## config.mk

```make
export PLATFORM = sky130hd
export DESIGN_NAME = nfc_host
export DESIGN_NICKNAME = d
export VERILOG_FILES = /design/src/verilog/nfc_pkg.sv /design/src/verilog/nfc_cyc_if.sv /design/src/verilog/nfc_host.sv /design/src/verilog/nfc_pin_cycle.sv /design/src/verilog/nfc_tick_div.sv
export VERILOG_INCLUDE_DIRS = /design/src /design/src/verilog
export SDC_FILE = /design/constraint.sdc
export NUM_CORES = 1
export LEC_CHECK = 0
export BUFFER_PORTS_ARGS = -buffer_cell sky130_fd_sc_hd__buf_2
export CORE_ASPECT_RATIO = 1.75
export CORE_MARGIN = 8
export CORE_UTILIZATION = 25
export CTS_CLUSTER_DIAMETER = 100
export CTS_CLUSTER_SIZE = 24
export DETAILED_ROUTE_END_ITERATION = 16
export HOLD_SLACK_MARGIN = 0.1
export SETUP_SLACK_MARGIN = 0.15
export SKIP_CTS_REPAIR_TIMING = 1
export SLEW_MARGIN = 20
export SYNTH_ARGS = -nofsm -noshare
export SYNTH_HDL_FRONTEND = slang
export SYNTH_HIERARCHICAL = 1
export SYNTH_SLANG_ARGS = --single-unit
```

## constraint.sdc

```tcl
create_clock -name clk_sys -period 4.2 [get_ports clk_sys]
set_input_delay 0.21 -clock clk_sys [delete_from_list [all_inputs] [get_ports clk_sys]]
set_output_delay 0.21 -clock clk_sys [all_outputs]
set_load 0.01 [all_outputs]
```

## src/verilog/nfc_cfg.svh

```systemverilog
`ifndef NFC_CFG_SVH
`define NFC_CFG_SVH
// How it works
// - First plane data closed by dummy program
// - Poll status bit six for ready
// - Second plane data follows plane-input command
// - True program starts both planes together
// - Same row both planes, plane bit differs
// - Only status reads between dummy and input
// - Erase setup twice, one block per plane
// - During power-up only status reads allowed
// - No write-protect change while busy
// - Write-protect stays high until program ends

// Device commands
`define NFC_CMD_PROG_SETUP  8'h80
`define NFC_CMD_PLANE_INPUT 8'h81
`define NFC_CMD_DUMMY_PROG  8'h11
`define NFC_CMD_TRUE_PROG   8'h10
`define NFC_CMD_CACHE_PROG  8'h15
`define NFC_CMD_ERASE_SETUP 8'h60
`define NFC_CMD_ERASE_CONF  8'hD0
`define NFC_CMD_STATUS      8'h70
`define NFC_CMD_PLANE_STAT  8'hF1
`define NFC_CMD_RESET       8'hFF

// Device status bits, plane row bit and page size
`define NFC_ST_FAIL   0
`define NFC_ST_READY  6
`define NFC_ST_WP_N   7
`define NFC_PLANE_ROW_BIT 8
`define NFC_PAGE_BYTES 12'd2112

// Register byte offsets
`define NFC_REG_CTRL   8'h00
`define NFC_REG_ROW    8'h04
`define NFC_REG_COL    8'h08
`define NFC_REG_LEN    8'h0C
`define NFC_REG_DATA   8'h10
`define NFC_REG_STAT   8'h14
`define NFC_REG_IRQ    8'h18
`define NFC_REG_MASK   8'h1C
`define NFC_REG_PAGES  8'h20

// Control fields
`define NFC_CTRL_START 0
`define NFC_CTRL_OP_LO 1
`define NFC_CTRL_OP_HI 3
`define NFC_CTRL_WP_EN 4

// Interrupt bits
`define NFC_IRQ_DONE    0
`define NFC_IRQ_FAIL    1
`define NFC_IRQ_DATAREQ 2
`define NFC_IRQ_REFUSED 3
`define NFC_IRQ_W       4

// Timing
`define NFC_CLK_NS     25
`define NFC_CYCLE_NS   50
`define NFC_TICK_DIV   ((`NFC_CYCLE_NS + `NFC_CLK_NS - 1) / `NFC_CLK_NS)
`define NFC_TWB_NS     100
`define NFC_TWB_CYC    ((`NFC_TWB_NS + `NFC_CLK_NS - 1) / `NFC_CLK_NS)
`endif

```

## src/verilog/nfc_pkg.sv

```systemverilog
package nfc_pkg;
  typedef enum logic [1:0] {K_CMD, K_ADDR, K_WDATA, K_RDATA} nfc_kind_e;
  typedef enum logic [2:0] {OP_PROG, OP_CACHE, OP_ERASE, OP_STATUS, OP_RESET} nfc_op_e;
  typedef enum {
    ST_PWR_TWB, ST_PWR_CMD, ST_PWR_RD, ST_IDLE, ST_SETUP, ST_ADDR, ST_DATA, ST_CONF,
    ST_TWB, ST_WAIT_RB, ST_POLL_CMD, ST_POLL_RD, ST_STAT_CMD, ST_STAT_RD, ST_RST_CMD
  } nfc_state_e;
  typedef enum {EN_IDLE, EN_SETUP, EN_LOW, EN_HOLD} nfc_eng_e;
endpackage

```

## src/verilog/nfc_cyc_if.sv

```systemverilog
`timescale 1ns/1ps
`default_nettype none
interface nfc_cyc_if;
  import nfc_pkg::*;
  logic      req;
  nfc_kind_e kind;
  logic [7:0] wbyte;
  logic      done;
  logic [7:0] rbyte;
  modport master (output req, kind, wbyte, input done, rbyte);
  modport engine (input req, kind, wbyte, output done, rbyte);
endinterface
`default_nettype wire

```

## src/verilog/nfc_host.sv

```systemverilog
// The implementer's own choices: the address map and the address-and-strobe port.
`timescale 1ns/1ps
`default_nettype none
`include "nfc_cfg.svh"
module nfc_host
  import nfc_pkg::*;
(
  input  wire logic        clk_sys,
  input  wire logic        reset,
  input  wire logic [7:0]  reg_addr,
  input  wire logic [31:0] reg_wdata,
  input  wire logic        reg_wr,
  input  wire logic        reg_rd,
  output var  logic [31:0] reg_rdata,
  output var  logic        irq,
  output var  logic        nand_ce_n,
  output var  logic        nand_cle,
  output var  logic        nand_ale,
  output var  logic        nand_we_n,
  output var  logic        nand_re_n,
  output var  logic        nand_wp_n,
  output var  logic [7:0]  nand_io_out,
  output var  logic        nand_io_oe,
  input  wire logic [7:0]  nand_io_in,
  input  wire logic        nand_rb_n
);
  localparam logic [7:0] TWB_LAST = 8'(`NFC_TWB_CYC - 1);

  nfc_cyc_if cyc ();
  logic tick;

  nfc_tick_div u_div (
    .clk_sys (clk_sys),
    .reset   (reset),
    .tick    (tick)
  );

  // Ready/busy is an input only: the host never drives it
  nfc_pin_cycle u_pins (
    .clk_sys (clk_sys),
    .reset   (reset),
    .tick    (tick),
    .cyc     (cyc),
    .cle     (nand_cle),
    .ale     (nand_ale),
    .we_n    (nand_we_n),
    .re_n    (nand_re_n),
    .io_out  (nand_io_out),
    .io_oe   (nand_io_oe),
    .io_in   (nand_io_in)
  );

  function automatic logic [23:0] plane_row(input logic [23:0] row, input logic plane);
    logic [23:0] r;
    r = row;
    r[`NFC_PLANE_ROW_BIT] = plane;
    return r;
  endfunction

  function automatic logic [7:0] addr_byte(input logic [2:0] idx, input logic [15:0] col,
                                           input logic [23:0] row);
    unique case (idx)
      3'd0:    return col[7:0];
      3'd1:    return col[15:8];
      3'd2:    return row[7:0];
      3'd3:    return row[15:8];
      default: return row[23:16];
    endcase
  endfunction

  ////////////////////////////////////////////////////////////////////////////
  // Registers and interrupts

  nfc_op_e    op_reg, op_next;
  logic [23:0] row_reg, row_next;
  logic [15:0] col_reg, col_next;
  logic [11:0] len_reg, len_next;
  logic [7:0]  pages_cfg_reg, pages_cfg_next;
  logic        wp_en_reg, wp_en_next;
  logic [7:0]  data_reg, data_next;
  logic        data_full_reg, data_full_next;
  logic [3:0]  irq_stat_reg, irq_stat_next;
  logic [3:0]  mask_reg, mask_next;
  logic [31:0] rdata_next;
  logic        irq_next;
  logic        start, data_take;
  logic [3:0]  ev;

  nfc_state_e  st_reg, st_next;
  logic [7:0]  dev_stat_reg, dev_stat_next;
  logic        init_done_reg, init_done_next;

  always_comb begin
    op_next = op_reg;
    row_next = row_reg;
    col_next = col_reg;
    len_next = len_reg;
    pages_cfg_next = pages_cfg_reg;
    wp_en_next = wp_en_reg;
    data_next = data_reg;
    mask_next = mask_reg;
    start = 1'b0;
    data_full_next = data_full_reg & ~data_take;
    irq_stat_next = irq_stat_reg;
    if (reg_wr) begin
      unique case (reg_addr)
        `NFC_REG_CTRL: begin
          start = reg_wdata[`NFC_CTRL_START];
          wp_en_next = reg_wdata[`NFC_CTRL_WP_EN];
          if (reg_wdata[`NFC_CTRL_START] && st_reg == ST_IDLE)
            op_next = nfc_op_e'(reg_wdata[`NFC_CTRL_OP_HI:`NFC_CTRL_OP_LO]);
        end
        `NFC_REG_ROW:   row_next = reg_wdata[23:0];
        `NFC_REG_COL:   col_next = reg_wdata[15:0];
        `NFC_REG_LEN:   len_next = reg_wdata[11:0];
        `NFC_REG_PAGES: pages_cfg_next = reg_wdata[7:0];
        `NFC_REG_DATA: begin
          data_next = reg_wdata[7:0];
          data_full_next = 1'b1;
        end
        `NFC_REG_IRQ:   irq_stat_next = irq_stat_reg & ~reg_wdata[3:0];
        `NFC_REG_MASK:  mask_next = reg_wdata[3:0];
        default: ;
      endcase
    end
    // New events win over a same-cycle clear
    irq_stat_next = irq_stat_next | ev;
    irq_next = |(irq_stat_next & mask_next);
    rdata_next = 32'h0000_0000;
    if (reg_rd) begin
      unique case (reg_addr)
        `NFC_REG_CTRL:  rdata_next = {27'h0, wp_en_reg, op_reg, 1'b0};
        `NFC_REG_ROW:   rdata_next = {8'h00, row_reg};
        `NFC_REG_COL:   rdata_next = {16'h0000, col_reg};
        `NFC_REG_LEN:   rdata_next = {20'h0_0000, len_reg};
        `NFC_REG_PAGES: rdata_next = {24'h00_0000, pages_cfg_reg};
        `NFC_REG_STAT:  rdata_next = {16'h0000, dev_stat_reg, 4'h0, nand_rb_n,
                                      data_full_reg, init_done_reg, st_reg != ST_IDLE};
        `NFC_REG_IRQ:   rdata_next = {28'h000_0000, irq_stat_reg};
        `NFC_REG_MASK:  rdata_next = {28'h000_0000, mask_reg};
        default:        rdata_next = 32'h0000_0000;
      endcase
    end
  end

  always_ff @(posedge clk_sys) begin
    if (reset) begin
      op_reg <= OP_PROG;
      row_reg <= 24'h00_0000;
      col_reg <= 16'h0000;
      len_reg <= `NFC_PAGE_BYTES;
      pages_cfg_reg <= 8'h01;
      wp_en_reg <= 1'b0;
      data_reg <= 8'h00;
      data_full_reg <= 1'b0;
      irq_stat_reg <= 4'h0;
      mask_reg <= 4'h0;
      reg_rdata <= 32'h0000_0000;
      irq <= 1'b0;
    end else begin
      op_reg <= op_next;
      row_reg <= row_next;
      col_reg <= col_next;
      len_reg <= len_next;
      pages_cfg_reg <= pages_cfg_next;
      wp_en_reg <= wp_en_next;
      data_reg <= data_next;
      data_full_reg <= data_full_next;
      irq_stat_reg <= irq_stat_next;
      mask_reg <= mask_next;
      reg_rdata <= rdata_next;
      irq <= irq_next;
    end
  end

  ////////////////////////////////////////////////////////////////////////////
  // Command sequencer

  logic        plane_reg, plane_next;
  logic [11:0] idx_reg, idx_next;
  logic [7:0]  pages_reg, pages_next;
  logic        issued_reg, issued_next;
  logic [7:0]  twb_reg, twb_next;
  logic        wp_n_next, ce_n_next, req_next;
  nfc_kind_e   kind_next;
  logic [7:0]  wbyte_next;
  logic        is_erase, last_addr, more_pages;

  always_comb begin
    is_erase = (op_reg == OP_ERASE);
    // Erase sends row cycles only, program sends column and row
    last_addr = is_erase ? (idx_reg == 12'd4) : (idx_reg == 12'd4);
    more_pages = (op_reg == OP_CACHE) && (pages_reg > 8'h01);
  end

  // Issue one pin cycle, then advance on its completion
  always_comb begin
    st_next = st_reg;
    plane_next = plane_reg;
    idx_next = idx_reg;
    pages_next = pages_reg;
    issued_next = issued_reg;
    twb_next = twb_reg;
    dev_stat_next = dev_stat_reg;
    init_done_next = init_done_reg;
    wp_n_next = nand_wp_n;
    ce_n_next = nand_ce_n;
    req_next = 1'b0;
    kind_next = cyc.kind;
    wbyte_next = cyc.wbyte;
    data_take = 1'b0;
    ev = 4'h0;
    if (!issued_reg && st_reg != ST_IDLE && st_reg != ST_TWB && st_reg != ST_PWR_TWB &&
        st_reg != ST_WAIT_RB && !(st_reg == ST_DATA && !data_full_reg)) begin
      req_next = 1'b1;
      issued_next = 1'b1;
    end
    // Early start is refused in every power-up state, not only in idle
    if (start && !init_done_reg) ev[`NFC_IRQ_REFUSED] = 1'b1;
    unique case (st_reg)
      ST_PWR_TWB: begin
        twb_next = twb_reg + 8'h01;
        if (twb_reg == TWB_LAST) st_next = ST_PWR_CMD;
      end
      ST_PWR_CMD: begin
        kind_next = K_CMD;
        wbyte_next = `NFC_CMD_STATUS;
        if (cyc.done) begin
          issued_next = 1'b0;
          st_next = ST_PWR_RD;
        end
      end
      ST_PWR_RD: begin
        kind_next = K_RDATA;
        if (cyc.done) begin
          issued_next = 1'b0;
          dev_stat_next = cyc.rbyte;
          if (cyc.rbyte[`NFC_ST_READY]) begin
            init_done_next = 1'b1;
            st_next = ST_IDLE;
          end else begin
            st_next = ST_PWR_CMD;
          end
        end
      end
      ST_IDLE: begin
        ce_n_next = 1'b1;
        // Protect line only moves while no operation runs
        wp_n_next = wp_en_reg;
        if (start && init_done_reg) begin
          ce_n_next = 1'b0;
          plane_next = 1'b0;
          idx_next = is_erase ? 12'd2 : 12'd0;
          pages_next = (op_next == OP_CACHE && pages_cfg_reg != 8'h00) ? pages_cfg_reg : 8'h01;
          unique case (op_next)
            OP_STATUS: st_next = ST_STAT_CMD;
            OP_RESET:  st_next = ST_RST_CMD;
            default:   st_next = ST_SETUP;
          endcase
          if (op_next == OP_ERASE) idx_next = 12'd2;
          else idx_next = 12'd0;
        end
      end
      ST_SETUP: begin
        kind_next = K_CMD;
        if (is_erase) wbyte_next = `NFC_CMD_ERASE_SETUP;
        else if (plane_reg) wbyte_next = `NFC_CMD_PLANE_INPUT;
        else wbyte_next = `NFC_CMD_PROG_SETUP;
        if (cyc.done) begin
          issued_next = 1'b0;
          st_next = ST_ADDR;
        end
      end
      ST_ADDR: begin
        kind_next = K_ADDR;
        // Second plane reuses the first row, only the plane bit flips
        wbyte_next = addr_byte(idx_reg[2:0], col_reg, plane_row(row_reg, plane_reg));
        if (cyc.done) begin
          issued_next = 1'b0;
          idx_next = idx_reg + 12'd1;
          if (last_addr) begin
            idx_next = 12'd0;
            if (is_erase && !plane_reg) begin
              plane_next = 1'b1;
              idx_next = 12'd2;
              st_next = ST_SETUP;
            end else if (is_erase) begin
              st_next = ST_CONF;
            end else begin
              st_next = ST_DATA;
            end
          end
        end
      end
      ST_DATA: begin
        kind_next = K_WDATA;
        wbyte_next = data_reg;
        if (!issued_reg && data_full_reg) data_take = 1'b1;
        if (!issued_reg && !data_full_reg) ev[`NFC_IRQ_DATAREQ] = 1'b1;
        if (cyc.done) begin
          issued_next = 1'b0;
          idx_next = idx_reg + 12'd1;
          if (idx_reg + 12'd1 >= len_reg) st_next = ST_CONF;
        end
      end
      ST_CONF: begin
        kind_next = K_CMD;
        if (is_erase) wbyte_next = `NFC_CMD_ERASE_CONF;
        else if (!plane_reg) wbyte_next = `NFC_CMD_DUMMY_PROG;
        else if (more_pages) wbyte_next = `NFC_CMD_CACHE_PROG;
        else wbyte_next = `NFC_CMD_TRUE_PROG;
        if (cyc.done) begin
          issued_next = 1'b0;
          twb_next = 8'h00;
          // Dummy busy is short: poll status, never wait for an array time
          st_next = (!is_erase && !plane_reg) ? ST_POLL_CMD : ST_TWB;
        end
      end
      ST_POLL_CMD: begin
        kind_next = K_CMD;
        wbyte_next = `NFC_CMD_STATUS;
        if (cyc.done) begin
          issued_next = 1'b0;
          st_next = ST_POLL_RD;
        end
      end
      ST_POLL_RD: begin
        kind_next = K_RDATA;
        if (cyc.done) begin
          issued_next = 1'b0;
          dev_stat_next = cyc.rbyte;
          if (cyc.rbyte[`NFC_ST_READY]) begin
            plane_next = 1'b1;
            idx_next = 12'd0;
            st_next = ST_SETUP;
          end else begin
            st_next = ST_POLL_CMD;
          end
        end
      end
      ST_TWB: begin
        twb_next = twb_reg + 8'h01;
        if (twb_reg == TWB_LAST) st_next = ST_WAIT_RB;
      end
      ST_WAIT_RB: if (nand_rb_n) begin
        st_next = (op_reg == OP_RESET) ? ST_IDLE : ST_STAT_CMD;
        if (op_reg == OP_RESET) ev[`NFC_IRQ_DONE] = 1'b1;
      end
      ST_STAT_CMD: begin
        kind_next = K_CMD;
        wbyte_next = (op_reg == OP_STATUS) ? `NFC_CMD_STATUS : `NFC_CMD_PLANE_STAT;
        if (cyc.done) begin
          issued_next = 1'b0;
          st_next = ST_STAT_RD;
        end
      end
      ST_STAT_RD: begin
        kind_next = K_RDATA;
        if (cyc.done) begin
          issued_next = 1'b0;
          dev_stat_next = cyc.rbyte;
          // Chip bit covers both pages; protected means nothing was written
          if (op_reg != OP_STATUS && (cyc.rbyte[`NFC_ST_FAIL] || !cyc.rbyte[`NFC_ST_WP_N]))
            ev[`NFC_IRQ_FAIL] = 1'b1;
          if (more_pages && cyc.rbyte[`NFC_ST_WP_N]) begin
            pages_next = pages_reg - 8'h01;
            plane_next = 1'b0;
            idx_next = 12'd0;
            st_next = ST_SETUP;
          end else begin
            ev[`NFC_IRQ_DONE] = 1'b1;
            st_next = ST_IDLE;
          end
        end
      end
      ST_RST_CMD: begin
        kind_next = K_CMD;
        wbyte_next = `NFC_CMD_RESET;
        if (cyc.done) begin
          issued_next = 1'b0;
          twb_next = 8'h00;
          st_next = ST_TWB;
        end
      end
    endcase
  end

  always_ff @(posedge clk_sys) begin
    if (reset) begin
      st_reg <= ST_PWR_TWB;
      plane_reg <= 1'b0;
      idx_reg <= 12'h000;
      pages_reg <= 8'h01;
      issued_reg <= 1'b0;
      twb_reg <= 8'h00;
      dev_stat_reg <= 8'h00;
      init_done_reg <= 1'b0;
      nand_wp_n <= 1'b0;
      nand_ce_n <= 1'b0;
      cyc.req <= 1'b0;
      cyc.kind <= K_CMD;
      cyc.wbyte <= 8'h00;
    end else begin
      st_reg <= st_next;
      plane_reg <= plane_next;
      idx_reg <= idx_next;
      pages_reg <= pages_next;
      issued_reg <= issued_next;
      twb_reg <= twb_next;
      dev_stat_reg <= dev_stat_next;
      init_done_reg <= init_done_next;
      nand_wp_n <= wp_n_next;
      nand_ce_n <= ce_n_next;
      cyc.req <= req_next;
      cyc.kind <= kind_next;
      cyc.wbyte <= wbyte_next;
    end
  end
endmodule
`default_nettype wire

```

## src/verilog/nfc_pin_cycle.sv

```systemverilog
`timescale 1ns/1ps
`default_nettype none
`include "nfc_cfg.svh"
module nfc_pin_cycle
  import nfc_pkg::*;
(
  input  wire logic       clk_sys,
  input  wire logic       reset,
  input  wire logic       tick,
  nfc_cyc_if.engine       cyc,
  output var  logic       cle,
  output var  logic       ale,
  output var  logic       we_n,
  output var  logic       re_n,
  output var  logic [7:0] io_out,
  output var  logic       io_oe,
  input  wire logic [7:0] io_in
);
  nfc_eng_e   st_reg, st_next;
  logic       rd_reg, rd_next;
  logic       cle_next, ale_next, we_n_next, re_n_next, oe_next, done_next;
  logic [7:0] out_next, rbyte_next;

  always_comb begin
    st_next = st_reg;
    rd_next = rd_reg;
    cle_next = cle;
    ale_next = ale;
    we_n_next = we_n;
    re_n_next = re_n;
    oe_next = io_oe;
    out_next = io_out;
    rbyte_next = cyc.rbyte;
    done_next = 1'b0;
    unique case (st_reg)
      EN_IDLE: if (cyc.req) begin
        st_next = EN_SETUP;
        rd_next = (cyc.kind == K_RDATA);
        cle_next = (cyc.kind == K_CMD);
        ale_next = (cyc.kind == K_ADDR);
        oe_next = (cyc.kind != K_RDATA);
        out_next = cyc.wbyte;
      end
      EN_SETUP: if (tick) begin
        st_next = EN_LOW;
        we_n_next = rd_reg;
        re_n_next = !rd_reg;
      end
      EN_LOW: if (tick) begin
        // Sample just before the read strobe rises
        st_next = EN_HOLD;
        we_n_next = 1'b1;
        re_n_next = 1'b1;
        if (rd_reg) rbyte_next = io_in;
      end
      EN_HOLD: if (tick) begin
        st_next = EN_IDLE;
        cle_next = 1'b0;
        ale_next = 1'b0;
        oe_next = 1'b0;
        done_next = 1'b1;
      end
    endcase
  end

  always_ff @(posedge clk_sys) begin
    if (reset) begin
      st_reg <= EN_IDLE;
      rd_reg <= 1'b0;
      cle <= 1'b0;
      ale <= 1'b0;
      we_n <= 1'b1;
      re_n <= 1'b1;
      io_oe <= 1'b0;
      io_out <= 8'h00;
      cyc.rbyte <= 8'h00;
      cyc.done <= 1'b0;
    end else begin
      st_reg <= st_next;
      rd_reg <= rd_next;
      cle <= cle_next;
      ale <= ale_next;
      we_n <= we_n_next;
      re_n <= re_n_next;
      io_oe <= oe_next;
      io_out <= out_next;
      cyc.rbyte <= rbyte_next;
      cyc.done <= done_next;
    end
  end
endmodule
`default_nettype wire

```

## src/verilog/nfc_tick_div.sv

```systemverilog
`timescale 1ns/1ps
`default_nettype none
`include "nfc_cfg.svh"
module nfc_tick_div
  import nfc_pkg::*;
(
  input  wire logic clk_sys,
  input  wire logic reset,
  output var  logic tick
);
  localparam logic [7:0] LAST = 8'(`NFC_TICK_DIV - 1);
  logic [7:0] cnt_reg;
  logic [7:0] cnt_next;
  logic       tick_next;

  always_comb begin
    tick_next = (cnt_reg == LAST);
    cnt_next  = tick_next ? 8'h00 : cnt_reg + 8'h01;
  end

  always_ff @(posedge clk_sys) begin
    if (reset) begin
      cnt_reg <= 8'h00;
      tick    <= 1'b0;
    end else begin
      cnt_reg <= cnt_next;
      tick    <= tick_next;
    end
  end
endmodule
`default_nettype wire
```

==> run summary, run 1 <==
STATUS
------------------------------------------------------------------------------------
Status                                                                  finished, final reports clean

GLOBAL ROUTING
------------------------------------------------------------------------------------
Vias in the first global route                                                 9,056
GR Overflow Total                                                                  0
Initial antenna violation count                                                    5
Total global routing track utilization                                         0.142
Pin count of the biggest net entering global routing                             146
Global-route wire length before repair                                       51.8 mm

PWR
------------------------------------------------------------------------------------
Fraction of power spent switching nets                                         0.309
Total net switching power                                                    1490 uW
Clk pwr share                                                                  0.360
Worst VDD drop                                                              0.242 mV
Power density over the cells                                             418 nW/um^2
Internal power of the cells                                                  3330 uW
Sequential Power Share                                                         0.428
LEAKAGE                                                                   0.00447 uW
Logic pwr share                                                                0.213

STA
------------------------------------------------------------------------------------
Final worst clock skew                                                       7.53 ps
Final Cycle Share                                                              0.840
Setup repair after global routing missed its margin                            false
Number of endpoints with negative hold slack in the final report                   0
Total Neg Setup Slack                                                           0 ps
Worst setup slack after layout                                                672 ps
Number of max-slew violations in the final report                                  0
Tmin final                                                                   3530 ps
Actual transition at the worst max-transition pin                             969 ps
Headroom to the max-slew limit                                                 0.354
Finish-stage setup viols                                                           0
Maximum clock frequency                                                    0.283 GHz

CLOCK NETWORK
------------------------------------------------------------------------------------
Later-pin clock latency in the skew report                                    450 ps
Number of H-tree levels                                                            4
Clock slew at reported path FFs                                                70 ps
Maximum clock path buffer count                                                    2
Sinks on the clock net                                                           196
Number of clock buffers inserted by TritonCTS                                     17
CTS tree                                                                        done
Root Driver                                                                clkbuf_16

DIE
------------------------------------------------------------------------------------
Overall die height                                                            278 um
I/O pins                                                                         101
Full die area                                                            46,100 um^2
DIE WIDTH                                                                     166 um
Site row count                                                                    96
Initial core utilization                                                       0.252
Core footprint                                                           38,900 um^2

YOSYS
------------------------------------------------------------------------------------
Mean cell area of the mapped netlist                                       8.14 um^2
Synth warnings                                                                     6
Main area contributors after synthesis                                  dfxtp_1 (40%), nand2_1 (7.1%), a21oi_1 (6.2%)
Total standard cell area after synthesis                                   9810 um^2
Gate Count Post-Synth                                                          1,205
Count of distinct cell types in the synthesized netlist                           80
Top_reg_cell synth                                                           dfxtp_1
Most common cell in the synthesized netlist                                  dfxtp_1
Top post-synthesis cells by count                                       dfxtp_1 (196), nand2_1 (186), a21oi_1 (121)
Proportion of synthesized chip area in sequential cells                        0.400
Fraction of registers with async set or reset after synthesis                      0
Total of flip-flops plus latches after synthesis                                 196
Cell accounting for the most synthesized area                                dfxtp_1
Yosys top cell area share                                                      0.400
Post-synth EDFFs                                                                   0

CRITICAL PATH
------------------------------------------------------------------------------------
Largest fanout of any net on the critical path                                    14
Logic depth of the worst register-to-register path                                12
Critical-path cell list                                                 nand3_1 -> nor3_1 -> and3_1 -> and3_1 -> xor2_1 -> ha_1 -> and4_1 -> a2111o_1 -> a21oi_1 -> o21ai_0 -> a21oi_1 -> a211oi_1
Worst setup path start                                                    idx_reg[2]
Endpoint class of the critical path                                         register
Slack of the worst reg-to-reg path                                            670 ps
End point of the critical path                                             st_reg[0]
Cell depth of the worst setup path                                                12
Reg-to-reg endpoint                                                        st_reg[0]
Standard cell with the maximum stage delay on the critical path              dfxtp_1
Crit start category                                                         register
Critical register-to-register path startpoint                             idx_reg[2]
Setup CP Type                                                             reg -> reg
CP delay by family, top                                                 compound AO/OA/AOI/OAI gates
Critical Path RT                                                             4510 ps
Count of buffering cells on the critical path with inverters included              0
Max stage delay on crit path                                                  590 ps
Arr. time, crit path                                                         3840 ps

FINISH
------------------------------------------------------------------------------------
FF/Latch Area                                                              3920 um^2
Fillcell total                                                                 4,167
Area of the multi-input gates                                              5390 um^2
Final #Nets                                                                    1,350
Signed area change from the synthesized netlist to the final layout            17.6%
Ratio of cells with drive above 1 in the final layout                          0.127
Final core utilization                                                         0.297

ROUTING
------------------------------------------------------------------------------------
Initial DRT Pass Iterations                                                        5
Routed length on met2                                                        18.1 mm
Uppermost layer routed                                                          met5
Final routed DRC violation total                                                   0
DRT iter0 DRCs                                                                   773
Via Count                                                                      9,295
Final antenna-violating net count                                                  0
Routed length per placed instance                                            19.3 um
Met3 Routed Length                                                           1.62 mm
Total wirelength of the detailed-routed design                               34.2 mm
Vias per cell                                                                   5.23
Routed metal-1 wire length                                                   11.8 mm

RUN
------------------------------------------------------------------------------------
Number of maximum-capacitance violations                                           0

PLACED DESIGN
------------------------------------------------------------------------------------
Port bufs                                                                         84
Worst setup slack before clock tree synthesis                                 648 ps
HPWL after DPL                                                               25.7 mm
Last weighted congestion value of the routability-driven placer                0.937

HOLD PATH
------------------------------------------------------------------------------------
Hold Path Stages                                                                   3
Class of the worst hold path                                               in -> reg

[tightest hold or removal path, stage by stage]
cell and delay (ps):
buf_2 170, nand2_1 80, a21oi_1 60
[layout by cell type, fill, tap and decap left out, types with 27 or more instances in the layout]
cell | Yosys | layout
buf_2 | 5 | 83
nand2_1 | 186 | 186
inv_1 | 37 | 37
nor2_1 | 109 | 109
dfxtp_1 | 196 | 196
o21ai_0 | 42 | 42
nand3_1 | 37 | 37
a21oi_1 | 121 | 121
dlygate4sd3_1 | 0 | 27
mux2i_1 | 46 | 46
[how the worst min path moves through the flow]
stage / startpoint / to / slack [ps]
after floorplan: reset / u_div/tick / 280
after global placement: nand_ce_n / nand_ce_n / 450
after detailed placement: u_pins/io_out[0] / u_pins/io_out[0] / 450
after CTS: reg_wdata[20] / row_reg[20] / -20
after global routing: reg_wdata[6] / col_reg[6] / 100
final: reg_wdata[6] / col_reg[6] / 120
[power by group through the flow]
| stage | combinational, uW | sequential, uW | clock (uW) |
|---|---|---|---|
| floorplan | 785 | 2060 | 0 |
| global placement | 976 | 2100 | 0 |
| detailed placement | 998 | 2100 | 0 |
| CTS | 1000 | 2060 | 1770 |
| global route | 1130 | 2080 | 1840 |
| finish | 1030 | 2060 | 1730 |
[through the flow]
stage,hold slack [ps],cells,instance area [um^2],power [uW]
3_3_place_gp,446,1715,10600,3070
3_5_place_dp,448,1715,10600,3100
2_1_floorplan,282,1212,9840,2850
4_1_cts,-23.2,1747,11300,4840
5_1_grt,103,1777,11500,5050
6_report,117,1777,11500,4820
[layer usage]
| metal | vias up | global-route usage |
|---|---|---|
| met4 | 4 | 0.115 |
| met1 | 4396 | 0.132 |
| met3 | 126 | 0.0287 |
| li1 | 4435 | - |
| met2 | 334 | 0.266 |
| met5 | - | 0 |
[cell families (layout without fill, tap and decap cells)]
group / count (synthesis) / count (layout) / share of synthesized area
AND/OR/NAND/NOR: 469 / 469 / 0.225
adder cells (fa/ha/maj): 26 / 26 / 0.0332
flip-flops: 196 / 196 / 0.400
other: 1 / 11 / 0.000382
AO/OA/AOI/OAI: 310 / 310 / 0.213
multiplexers: 50 / 50 / 0.0519
buffers and inverters: 128 / 200 / 0.0542
XOR/XNOR: 25 / 25 / 0.0223
[layout make-up]
class / instances / share of cell area
clock inverter: 11 / 0.0128
clock buffer: 21 / 0.0408
multi-input combinational: 888 / 0.467
inverter: 38 / 0.0124
sequential: 196 / 0.340
antenna: 3 / 0.000650
tap: 490 / 0.0531
timing repair buffer: 130 / 0.0735
Power figures use the tool's default switching activity.
==> inputs of run 2 (changes only) <==
Clock period 4.2 ns to 3.7 ns, I/O delays scaled along.
==> run 2 against run 1 <==
  * Via count up 0.91%
  * Largest cell class unchanged
  * Cell count up 0.73%
  * Critical endpoint unchanged
  * First-iteration DRC count up 4.1%
  * Non-clock buffer count up 14
==> run summary, run 2 (synthesis gave the netlist of run 1 again) <==
STATUS
----------------------------------------------------------------------------------
Status                                                                finished, final reports clean

PLACED DESIGN
----------------------------------------------------------------------------------
Port bufs                                                                       84
HPWL after DPL                                                             26.4 mm
Last weighted congestion value of the routability-driven placer              0.932
Placed standard-cell area                                              10,700 um^2
Worst setup slack before clock tree synthesis                               419 ps

STA
----------------------------------------------------------------------------------
Number of endpoints with negative hold slack in the final report                 0
Setup repair after global routing missed its margin                          false
Finish-stage setup viols                                                         0
Final Cycle Share                                                            0.877
Actual transition at the worst max-transition pin                          1030 ps
Worst hold slack after final layout                                         125 ps
Number of max-slew violations in the final report                                0
Tmin final                                                                 3240 ps
Maximum clock frequency                                                  0.308 GHz
Total Neg Setup Slack                                                         0 ps
Final worst clock skew                                                     9.52 ps
Headroom to the max-slew limit                                               0.312
Worst setup slack after layout                                              457 ps

CLOCK NETWORK
----------------------------------------------------------------------------------
Clock slew at reported path FFs                                              70 ps
Root Driver                                                              clkbuf_16
Sinks on the clock net                                                         196
Number of H-tree levels                                                          4
Number of clock buffers inserted by TritonCTS                                   17
Maximum clock path buffer count                                                  2
Later-pin clock latency in the skew report                                  450 ps
CTS tree                                                                      done

ROUTING
----------------------------------------------------------------------------------
Via Count                                                                    9,380
Vias per cell                                                                 5.24
Total wirelength of the detailed-routed design                             34.9 mm
Routed length per placed instance                                          19.5 um
Initial DRT Pass Iterations                                                      6
Final antenna-violating net count                                                0
Final routed DRC violation total                                                 0
DRT iter0 DRCs                                                                 805

DIE
----------------------------------------------------------------------------------
Initial core utilization                                                     0.252
DIE WIDTH                                                                   166 um
Overall die height                                                          278 um
Site row count                                                                  96
I/O pins                                                                       101
Full die area                                                          46,100 um^2
Core footprint                                                         38,900 um^2

PWR
----------------------------------------------------------------------------------
LEAKAGE                                                                 0.00453 uW
Power density over the cells                                           473 nW/um^2
Overall power consumption                                                  5510 uW
Worst VDD drop                                                            0.239 mV

FINISH
----------------------------------------------------------------------------------
Signed area change from the synthesized netlist to the final layout          18.7%
Final design area excluding fillers                                    11,600 um^2
Commonest cells after routing, fill and taps aside                    dfxtp_1 (196), nand2_1 (186), a21oi_1 (121)
Ratio of cells with drive above 1 in the final layout                        0.133
Commonest non-fill, non-tap cell in the layout                             dfxtp_1
Final #Nets                                                                  1,364

CRITICAL PATH
----------------------------------------------------------------------------------
Critical Path RT                                                           4060 ps
Arr. time, crit path                                                       3600 ps
Endpoint class of the critical path                                       register
Crit start category                                                       register
Largest fanout of any net on the critical path                                   8
Setup CP Type                                                           reg -> reg
Logic depth of the worst register-to-register path                              12

GLOBAL ROUTING
----------------------------------------------------------------------------------
Top Usage Layer GRT                                                           met2
GR Overflow Total                                                                0
Met1 demand-to-capacity share in global routing                              0.138
Pin count of the biggest net entering global routing                            63
Global-route wire length before repair                                     52.7 mm
Met2 Use GR                                                                  0.275
Global Route met3 Usage                                                     0.0281
Initial antenna violation count                                                  3
Total global routing track utilization                                       0.145
Vias in the first global route                                               9,100

RUN
----------------------------------------------------------------------------------
Number of maximum-capacitance violations                                         0

HOLD PATH
----------------------------------------------------------------------------------
Class of the worst hold path                                             in -> reg
Hold Path Stages                                                                 3

-- run 2: metrics by stage --
| stage | std cells | util |
|---|---|---|
| after global placement | 1726 | 0.275 |
| after CTS | 1757 | 0.291 |
| after floorplan | 1212 | - |
| final | 1790 | 0.299 |
| after detailed placement | 1726 | 0.275 |
| after global routing | 1789 | 0.299 |
-- run 2: report_power, final --
part           internal, uW  leakage (uW)  switching (uW)
Sequential             2220       0.00158             134
Clock                  1150      0.000301             829
Combinational           440       0.00265             731
Total                  3810       0.00453            1690
-- run 2: cell type report --
type	instances	area [um^2]
multi-input combinational	888	5390
sequential	196	3920
clock buffer	20	447
fill	4171	27300
timing repair buffer	144	948
tap	490	613
antenna	3	7.51
clock inverter	11	173
inverter	38	143
-- run 2: metal layers --
metal  share of wire  wire, um
met1            0.35     12200
met2            0.54     18800
met3           0.044      1540
met4           0.067      2330
met5               0         0
-- run 2: critical path, cell delays in order (launching register included) --
cell and delay [ps]:
dfxtp_1 470, nand3_1 160, nor3_1 260, and3_1 200, and3_1 190, xor2_1 190
ha_1 270, and4_1 190, a2111o_1 370, a21oi_1 270, o21a_2 270, nor2_1 100
a211oi_1 210
-- run 2: worst paths after layout --
| kind | from | endpoint | slack, ps |
|---|---|---|---|
| setup / recovery | idx_reg[2] | st_reg[0] | 460 |
| hold / removal | reg_wdata[2] | row_reg[2] | 120 |
| setup reg to reg | idx_reg[2] | st_reg[0] | 460 |
| hold reg to reg | nand_ce_n | nand_ce_n | 460 |
